[config.mk]
export PLATFORM = sky130hd
export DESIGN_NAME = ocfr_top
export DESIGN_NICKNAME = d
export VERILOG_FILES = /design/src/verilog/ocfr_pkg.sv /design/src/verilog/ocfr_timer_if.sv /design/src/verilog/ocfr_delay_timer.sv /design/src/verilog/ocfr_top.sv
export VERILOG_INCLUDE_DIRS = /design/src /design/src/verilog
export SDC_FILE = /design/constraint.sdc
export NUM_CORES = 1
export LEC_CHECK = 0
export BUFFER_PORTS_ARGS = -buffer_cell sky130_fd_sc_hd__buf_2
export CAP_MARGIN = 20
export CORE_MARGIN = 8
export CORE_UTILIZATION = 52
export DETAILED_ROUTE_END_ITERATION = 7
export GPL_TIMING_DRIVEN = 0
export PLACE_DENSITY = 0.76
export SLEW_MARGIN = 30
export SYNTH_ARGS = -nofsm -noshare
export SYNTH_HDL_FRONTEND = slang
export SYNTH_HIERARCHICAL = 1
export SYNTH_SLANG_ARGS = --single-unit
export TNS_END_PERCENT = 50
[constraint.sdc]
create_clock -name mclk -period 3.3 [get_ports mclk]
set_clock_uncertainty 0.05 [all_clocks]
set_input_delay 0.66 -clock mclk [delete_from_list [all_inputs] [get_ports mclk]]
set_output_delay 0.66 -clock mclk [all_outputs]
set_load 0.01 [all_outputs]
[src/verilog/ocfr_cfg.svh]
`ifndef OCFR_CFG_SVH
`define OCFR_CFG_SVH
// command codes
`define OCFR_CMD_CLEAR_FAULTS   8'h03
`define OCFR_CMD_OPERATION      8'h01
`define OCFR_CMD_OC_LIMIT       8'h46
`define OCFR_CMD_OC_RESPONSE    8'h47
`define OCFR_CMD_LV_FLOOR       8'h48
`define OCFR_CMD_STATUS         8'h7B
`define OCFR_CMD_TIME_UNIT      8'hD2
// response field layout
`define OCFR_RESP_MODE_HI       7
`define OCFR_RESP_MODE_LO       6
`define OCFR_RESP_RETRY_HI      5
`define OCFR_RESP_RETRY_LO      3
`define OCFR_RESP_DELAY_HI      2
`define OCFR_RESP_DELAY_LO      0
`define OCFR_RETRY_NONE         3'h0
`define OCFR_RETRY_FOREVER      3'h7
`define OCFR_OPERATION_ON_BIT   7
// reset values
`define OCFR_RST_OC_LIMIT       16'hFFFF
`define OCFR_RST_OC_RESPONSE    8'h00
`define OCFR_RST_LV_FLOOR       16'h0000
`define OCFR_RST_OPERATION      8'h80
// timing
`define OCFR_CLK_MHZ            250
`define OCFR_TIME_UNIT_NS       1000
`define OCFR_TIME_UNIT_CYC      (`OCFR_TIME_UNIT_NS * `OCFR_CLK_MHZ / 1000)
`define OCFR_RST_TIME_UNIT      16'(`OCFR_TIME_UNIT_CYC)
`endif

[src/verilog/ocfr_pkg.sv]
`default_nettype none
package ocfr_pkg;
	typedef enum logic [1:0] {
		OCFR_MODE_CC      = 2'b00,
		OCFR_MODE_COND_CC = 2'b01,
		OCFR_MODE_DELAY   = 2'b10,
		OCFR_MODE_RESUME  = 2'b11
	} ocfr_mode_e;

	typedef enum logic [2:0] {
		OCFR_ST_OFF   = 3'b000,
		OCFR_ST_RUN   = 3'b001,
		OCFR_ST_LIMIT = 3'b010,
		OCFR_ST_HOLD  = 3'b011,
		OCFR_ST_WAIT  = 3'b100,
		OCFR_ST_LATCH = 3'b101
	} ocfr_state_e;
endpackage
`default_nettype wire

[src/verilog/ocfr_timer_if.sv]
`timescale 1ns/1ps
`default_nettype none
interface ocfr_timer_if;
	logic        start;
	logic        clear;
	logic [2:0]  code;
	logic [15:0] unit_len;
	logic        expired;
	logic        running;
	modport ctrl  (output start, output clear, output code, output unit_len,
		input expired, input running);
	modport timer (input start, input clear, input code, input unit_len,
		output expired, output running);
endinterface // ocfr_timer_if
`default_nettype wire

[src/verilog/ocfr_delay_timer.sv]
`timescale 1ns/1ps
`default_nettype none
module ocfr_delay_timer
	import ocfr_pkg::*;
(
	// clock and reset
	input wire logic     mclk,
	input wire logic     sys_rst,
	// control
	ocfr_timer_if.timer  tif
);
	logic [15:0] unit_cnt_q;
	logic [7:0]  tick_cnt_q;
	logic [7:0]  target;
	logic [15:0] unit_last;
	logic        run_q;
	logic        expired_q;

	assign target    = 8'h01 << tif.code;
	assign unit_last = (tif.unit_len == 16'h0000) ? 16'h0000 : tif.unit_len - 16'h0001;

	////////////////////////////////////////////////////////////////////////////////
	always_ff @(posedge mclk) begin
		if (sys_rst || tif.clear) begin
			run_q      <= 1'b0;
			unit_cnt_q <= 16'h0000;
			tick_cnt_q <= 8'h00;
			expired_q  <= 1'b0;
		end else if (tif.start) begin
			run_q      <= 1'b1;
			unit_cnt_q <= 16'h0000;
			tick_cnt_q <= 8'h00;
			expired_q  <= 1'b0;
		end else begin
			expired_q <= 1'b0;
			if (run_q) begin
				if (unit_cnt_q >= unit_last) begin
					unit_cnt_q <= 16'h0000;
					if (tick_cnt_q == target - 8'h01) begin
						run_q     <= 1'b0;
						expired_q <= 1'b1;
					end else begin
						tick_cnt_q <= tick_cnt_q + 8'h01;
					end
				end else begin
					unit_cnt_q <= unit_cnt_q + 16'h0001;
				end
			end
		end
	end

	assign tif.expired = expired_q;
	assign tif.running = run_q;
endmodule // ocfr_delay_timer
`default_nettype wire

[src/verilog/ocfr_top.sv]
// Behaviour
// - 16-bit overcurrent limit at code 0x46
// - response setting 0x47: mode, retries, delay
// - overcurrent while not off sets flag, alerts host
// - mode 00 limits current forever
// - mode 01 limits; low voltage shuts down
// - mode 10 limits for delay, then retry
// - mode 11 disabled while fault persists
// - retry 000: stay off until cleared
// - retry 1-6: that many attempts, then latch off
// - retry 111 forever until off or fault
// - delay field means two^n time units
// - delay times operation or restart spacing
// - time unit length from code 0xD2
// - voltage floor held at code 0x48
`timescale 1ns/1ps
`default_nettype none
`include "ocfr_cfg.svh"
module ocfr_top
	import ocfr_pkg::*;
(
	// clock and reset
	input  wire logic        mclk,
	input  wire logic        sys_rst,
	// command port
	input  wire logic        cmd_wr,
	input  wire logic        cmd_rd,
	input  wire logic [7:0]  cmd_code,
	input  wire logic [15:0] cmd_wdata,
	output logic      [15:0] cmd_rdata,
	output logic             cmd_rvalid,
	// sensing and pins
	input  wire logic [15:0] iout_meas,
	input  wire logic [15:0] vout_meas,
	input  wire logic        ctrl_pin,
	input  wire logic        other_fault,
	// power stage and host
	output logic             output_enable,
	output logic             current_limit_active,
	output logic      [15:0] current_limit_value,
	output logic             oc_fault_flag,
	output logic             host_alert
);
	logic [15:0]  oc_limit_q;
	logic [7:0]   oc_resp_q;
	logic [15:0]  lv_floor_q;
	logic [15:0]  time_unit_q;
	logic [7:0]   operation_q;
	logic         ctrl_s1_q;
	logic         ctrl_s2_q;
	logic         oflt_s1_q;
	logic         oflt_s2_q;
	ocfr_state_e  state_q;
	ocfr_state_e  state_d;
	logic [2:0]   retry_q;
	logic [2:0]   retry_d;
	logic         flag_q;
	logic [15:0]  rdata_q;
	logic         rvalid_q;
	logic         oc_det;
	logic         v_low;
	logic         on_cmd;
	logic         clr_cmd;
	ocfr_mode_e   mode;
	logic [2:0]   retries;
	ocfr_timer_if tif ();

	ocfr_delay_timer u_timer (
		.mclk    (mclk),
		.sys_rst (sys_rst),
		.tif     (tif)
	);

	////////////////////////////////////////////////////////////////////////////////
	// pin synchronisers
	always_ff @(posedge mclk) begin
		if (sys_rst) begin
			ctrl_s1_q <= 1'b0;
			ctrl_s2_q <= 1'b0;
			oflt_s1_q <= 1'b0;
			oflt_s2_q <= 1'b0;
		end else begin
			ctrl_s1_q <= ctrl_pin;
			ctrl_s2_q <= ctrl_s1_q;
			oflt_s1_q <= other_fault;
			oflt_s2_q <= oflt_s1_q;
		end
	end

	////////////////////////////////////////////////////////////////////////////////
	// registers
	always_ff @(posedge mclk) begin
		if (sys_rst) begin
			oc_limit_q  <= `OCFR_RST_OC_LIMIT;
			oc_resp_q   <= `OCFR_RST_OC_RESPONSE;
			lv_floor_q  <= `OCFR_RST_LV_FLOOR;
			time_unit_q <= `OCFR_RST_TIME_UNIT;
			operation_q <= `OCFR_RST_OPERATION;
		end else if (cmd_wr) begin
			case (cmd_code)
				`OCFR_CMD_OC_LIMIT:    oc_limit_q  <= cmd_wdata;
				`OCFR_CMD_OC_RESPONSE: oc_resp_q   <= cmd_wdata[7:0];
				`OCFR_CMD_LV_FLOOR:    lv_floor_q  <= cmd_wdata;
				`OCFR_CMD_TIME_UNIT:   time_unit_q <= cmd_wdata;
				`OCFR_CMD_OPERATION:   operation_q <= cmd_wdata[7:0];
				default:               ;
			endcase
		end
	end

	always_ff @(posedge mclk) begin
		if (sys_rst) begin
			rdata_q  <= 16'h0000;
			rvalid_q <= 1'b0;
		end else begin
			rvalid_q <= cmd_rd;
			if (cmd_rd) begin
				case (cmd_code)
					`OCFR_CMD_OC_LIMIT:    rdata_q <= oc_limit_q;
					`OCFR_CMD_OC_RESPONSE: rdata_q <= {8'h00, oc_resp_q};
					`OCFR_CMD_LV_FLOOR:    rdata_q <= lv_floor_q;
					`OCFR_CMD_TIME_UNIT:   rdata_q <= time_unit_q;
					`OCFR_CMD_OPERATION:   rdata_q <= {8'h00, operation_q};
					`OCFR_CMD_STATUS:      rdata_q <= {9'h000, tif.running, retry_q,
						state_q == OCFR_ST_LATCH, output_enable, flag_q};
					default:               rdata_q <= 16'h0000;
				endcase
			end
		end
	end

	assign mode    = ocfr_mode_e'(oc_resp_q[`OCFR_RESP_MODE_HI:`OCFR_RESP_MODE_LO]);
	assign retries = oc_resp_q[`OCFR_RESP_RETRY_HI:`OCFR_RESP_RETRY_LO];
	assign oc_det  = iout_meas >= oc_limit_q;
	assign v_low   = vout_meas < lv_floor_q;
	assign on_cmd  = ctrl_s2_q && operation_q[`OCFR_OPERATION_ON_BIT];
	assign clr_cmd = cmd_wr && (cmd_code == `OCFR_CMD_CLEAR_FAULTS);

	assign tif.code     = oc_resp_q[`OCFR_RESP_DELAY_HI:`OCFR_RESP_DELAY_LO];
	assign tif.unit_len = time_unit_q;

	////////////////////////////////////////////////////////////////////////////////
	// fault flag, set wins over clear
	always_ff @(posedge mclk) begin
		if (sys_rst) begin
			flag_q <= 1'b0;
		end else if (oc_det && state_q != OCFR_ST_OFF) begin
			flag_q <= 1'b1;
		end else if (clr_cmd) begin
			flag_q <= 1'b0;
		end
	end

	////////////////////////////////////////////////////////////////////////////////
	// response sequencer
	always_comb begin
		state_d   = state_q;
		retry_d   = retry_q;
		tif.start = 1'b0;
		tif.clear = 1'b0;
		if (!on_cmd || clr_cmd) begin
			state_d   = on_cmd ? OCFR_ST_RUN : OCFR_ST_OFF;
			retry_d   = 3'h0;
			tif.clear = 1'b1;
		end else if (oflt_s2_q) begin
			state_d   = OCFR_ST_LATCH;
			tif.clear = 1'b1;
		end else begin
			case (state_q)
				OCFR_ST_OFF: state_d = OCFR_ST_RUN;
				OCFR_ST_RUN: begin
					if (oc_det) begin
						case (mode)
							OCFR_MODE_CC: state_d = OCFR_ST_LIMIT;
							OCFR_MODE_COND_CC: begin
								state_d = v_low ? OCFR_ST_WAIT : OCFR_ST_LIMIT;
								tif.start = v_low;
							end
							OCFR_MODE_DELAY: begin
								state_d   = OCFR_ST_LIMIT;
								tif.start = 1'b1;
							end
							default: state_d = OCFR_ST_HOLD;
						endcase
					end
				end
				OCFR_ST_LIMIT: begin
					if (!oc_det) begin
						state_d   = OCFR_ST_RUN;
						tif.clear = 1'b1;
					end else if (mode == OCFR_MODE_RESUME) begin
						state_d = OCFR_ST_HOLD;
					end else if ((mode == OCFR_MODE_COND_CC && v_low) ||
						(mode == OCFR_MODE_DELAY && tif.expired)) begin
						state_d   = OCFR_ST_WAIT;
						tif.start = 1'b1;
					end
				end
				OCFR_ST_HOLD: begin
					if (!oc_det) begin
						state_d = OCFR_ST_RUN;
					end
				end
				OCFR_ST_WAIT: begin
					if (retries == `OCFR_RETRY_NONE) begin
						state_d   = OCFR_ST_LATCH;
						tif.clear = 1'b1;
					end else if (tif.expired) begin
						if (retries == `OCFR_RETRY_FOREVER) begin
							state_d = OCFR_ST_RUN;
						end else if (retry_q < retries) begin
							state_d = OCFR_ST_RUN;
							retry_d = retry_q + 3'h1;
						end else begin
							state_d = OCFR_ST_LATCH;
						end
					end
				end
				OCFR_ST_LATCH: state_d = OCFR_ST_LATCH;
				default: state_d = OCFR_ST_OFF;
			endcase
		end
	end

	always_ff @(posedge mclk) begin
		if (sys_rst) begin
			state_q <= OCFR_ST_OFF;
			retry_q <= 3'h0;
		end else begin
			state_q <= state_d;
			retry_q <= retry_d;
		end
	end

	////////////////////////////////////////////////////////////////////////////////
	// outputs
	assign output_enable        = (state_q == OCFR_ST_RUN) || (state_q == OCFR_ST_LIMIT);
	assign current_limit_active = (state_q == OCFR_ST_LIMIT);
	assign current_limit_value  = oc_limit_q;
	assign oc_fault_flag        = flag_q;
	assign host_alert           = flag_q;
	assign cmd_rdata            = rdata_q;
	assign cmd_rvalid           = rvalid_q;
endmodule // ocfr_top
`default_nettype wire

==> impl_metrics.py <==
metrics = {
    "floorplanning": {
        "die_area_um2": 17200,
        "die_w_um": 131,
        "core_um2": 13100,
        "io_pins": 99,
        "die-height_um": 131,
        "start_util_pct": 52.7,
        "row_count": 42,
    },
    "worst_setup_path": {
        "critPathMaxFanout": 6,
        "cp.required_ns": 3.60,
        "crit_arrival_ns": 3.88,
        "crit_type": "reg2reg",
        "cp-start-kind": "register",
        "critPathCaptureType": "register",
    },
    "status": {
        "status": "finished, violations left",
        "violations": "negative setup slack",
    },
    "detailed_routing": {
        "wl_per_cell_um": 18.0,
        "finalWirelength_um": 21200,
        "drt-initial-drc-count": 900,
        "dr.pass1.iters": 7,
        "dr_total_vias": 6927,
        "routed_via_density": 5.89,
        "route.detailed.drc": 0,
        "ant_nets": 0,
    },
    "logic_synthesis": {
        "synthesis.nets": 977,
        "yosys-top-cells-area": "dfxtp_1 (34%), ha_1 (11%), nand2_1 (6.6%)",
        "synth_top_area_share_pct": 34.3,
        "yosys.cell_types.count": 69,
        "yosysTopAreaCell": "dfxtp_1",
        "synth_ff_type": "dfxtp_1",
        "ys_seq_area_share_pct": 34.3,
        "syn_avg_cell_area_um2": 8.05,
        "ys_ff_latch": 118,
        "synth_cells": 856,
        "async_flop_share_pct": 0,
        "syn_area_um2": 6890,
        "yosysMostFrequentCell": "nand2_1",
        "synth-edff-count": 0,
        "yosys_warnings": 6,
        "synth_commonest_cells": "nand2_1 (121), dfxtp_1 (118), nor2_1 (87)",
    },
    "grt": {
        "grt_max_degree": 17,
        "gr-total-overflow": 0,
        "antenna_found_initial": 0,
        "grt_pass1_vias": 6695,
        "grt_pass1_wl_um": 33300,
        "track_usage_pct": 23.5,
    },
    "layout": {
        "n_fill_cell": 1097,
        "num_antenna_cells": 0,
        "syn_to_final_growth_pct": 23.9,
        "nets": 1109,
        "drive_gt1_share_pct": 21.5,
    },
    "timing": {
        "hold_viol_final": 0,
        "worst-slew-pin-transition_ns": 0.869,
        "setup_slack_ns": -0.283,
        "slew-limit-headroom_pct": 41.4,
        "fin_crit_ns": 3.58,
        "fmax_ghz": 0.279,
        "post-route-period-util_pct": 109,
        "setup_viol": 21,
        "whs_ns": 0.394,
        "final_max_slew_viol_count": 0,
        "rsz0062_at_grt": "true",
        "setup_tns_ns": -2.70,
    },
    "cts": {
        "path_clk_slew_ns": 0.06,
        "clk_latency_ns": 0.42,
        "cts-root-buf": "clkbuf_16",
        "holdBufCountCts": 0,
        "cts_tree": "yes",
        "cts_sinks": 118,
        "cts_buffers": 17,
        "htreeDepth": 4,
        "cts_buffer_depth": 2,
    },
    "place": {
        "place.gp.congestion": 0.943,
        "port_buffers": 97,
        "dpl.hpwl_um": 15400,
    },
    "power": {
        "p_leak_uw": 0.00352,
        "vdd_ir_drop_max_mv": 0.307,
        "power_density_nw_per_um2": 406,
    },
    "worst_hold_path": {
        "hp-class": "in2reg",
    },
    "run": {
        "maxCapViolations": 0,
    },
}
power breakdown:
part | total (µW) | switching (µW) | internal (µW)
logic | 194 | 122 | 72.4
registers | 1440 | 6.14 | 1430
clock network | 1830 | 720 | 1110
total | 3460 | 848 | 2620
worst paths after layout:
check                                    start                                 end  slack, ns  depth (start not counted)
hold reg to reg           ctrl_s1_q$_SDFF_PP0_                ctrl_s2_q$_SDFF_PP0_       0.39                          1
hold / removal                     other_fault                oflt_s1_q$_SDFF_PP0_       0.39                          2
setup reg to reg  tif.unit_len[9]$_SDFFE_PP0P_  u_timer/tick_cnt_q[4]$_SDFFE_PP0P_      -0.28                         13
setup / recovery  tif.unit_len[9]$_SDFFE_PP0P_  u_timer/tick_cnt_q[4]$_SDFFE_PP0P_      -0.28                         13
registers in the layout, summed over array words and instances (netlist names):
signal and flops:
u_timer/unit_cnt_q 16, ctrl_s2_q 1, state_q 3, oflt_s2_q 1, ctrl_s1_q 1, current_limit_value 16
tif.unit_len 16, u_timer/tif.expired 1, cmd_rvalid 1, u_timer/tick_cnt_q 8, operation_q 8, retry_q 3
host_alert 1, u_timer/tif.running 1, oc_resp_q 8, oflt_s1_q 1, cmd_rdata 16, lv_floor_q 16
critical path, cell delays in order, from the launching register on:
cell,delay (ns)
dfxtp_4,0.34
or3_4,0.40
or2_4,0.29
buf_4,0.14
nor2_2,0.08
xor2_1,0.18
nand2_1,0.13
ha_4,0.30
nand4_1,0.15
a211o_1,0.35
o32ai_4,0.33
o21ai_4,0.11
or4_1,0.51
a21oi_1,0.16
logic make-up (layout without fill, tap and decap cells):
logic type               Yosys count  count (layout)  share of synthesized area (%)
flip-flops                       118             118                           34.3
XOR/XNOR                          31              31                           3.94
multiplexers                      19              19                           2.83
AO/OA/AOI/OAI                    186             186                           18.4
buffers and inverters             92             237                           5.72
AND/OR/NAND/NOR                  351             351                           24.2
adder cells (fa/ha/maj)           59              59                           10.7
per-stage QoR:
stage                     instances  power, µW  util [%]  instance area (µm²)  setup slack (ns)
after floorplan                 856       1560         -                 6900            0.0102
after global placement         1129       1650      58.1                 7610            -0.624
after detailed placement       1129       1660      58.1                 7610            -0.675
after CTS                      1172       3460      64.1                 8390            -0.210
after global routing           1177       3560      65.3                 8540            -0.397
final                          1177       3460      65.3                 8540            -0.283
layout by cell type (no fill, tap or decap), drive strengths merged, types with 6 or more instances in the layout:
master and n:
and2 7, a31oi 7, nor2 88, nand2b 9
xor2 20, buf 133, mux2i 18, inv 49
xnor2 11, a22oi 9, clkbuf 40, a311oi 7
nand3 52, ha 59, dfxtp 118, a21oi 70
a222oi 8, nor4 8, o211ai 17, or3 9
o21ai 17, nand4 15, and3 7, clkinv 8
nor2b 6, o31ai 7, nor3 12, nand2 121
a221oi 8
per-layer routing:
| metal | wire length (µm) | global-route usage [%] | vias to the layer above |
|---|---|---|---|
| met1 | 8920 | 28.5 | 3202 |
| met4 | 812 | 10.8 | 0 |
| met2 | 9800 | 38.0 | 342 |
| li1 | - | - | 3326 |
| met5 | 0 | 0 | - |
| met3 | 1630 | 6.33 | 57 |
final cells by class:
cell class	instances	area, µm²	area share [%]
well taps	176	220	2.58
flip-flops and latches	118	2370	27.8
plain buffers	43	229	2.68
clock buffers	17	425	4.98
multi-input cells	646	4340	50.8
repair buffers	113	607	7.11
clock inverters	15	156	1.83
inverters	49	184	2.15
repair_timing:
action / CTS / global route
pin swaps: 21 / 14
resized for setup: 30 / 31
cloned: 1 / 1
setup endpoints to repair: 25 / 26
setup buffers: 10 / 4
Power figures use the tool's default switching activity.
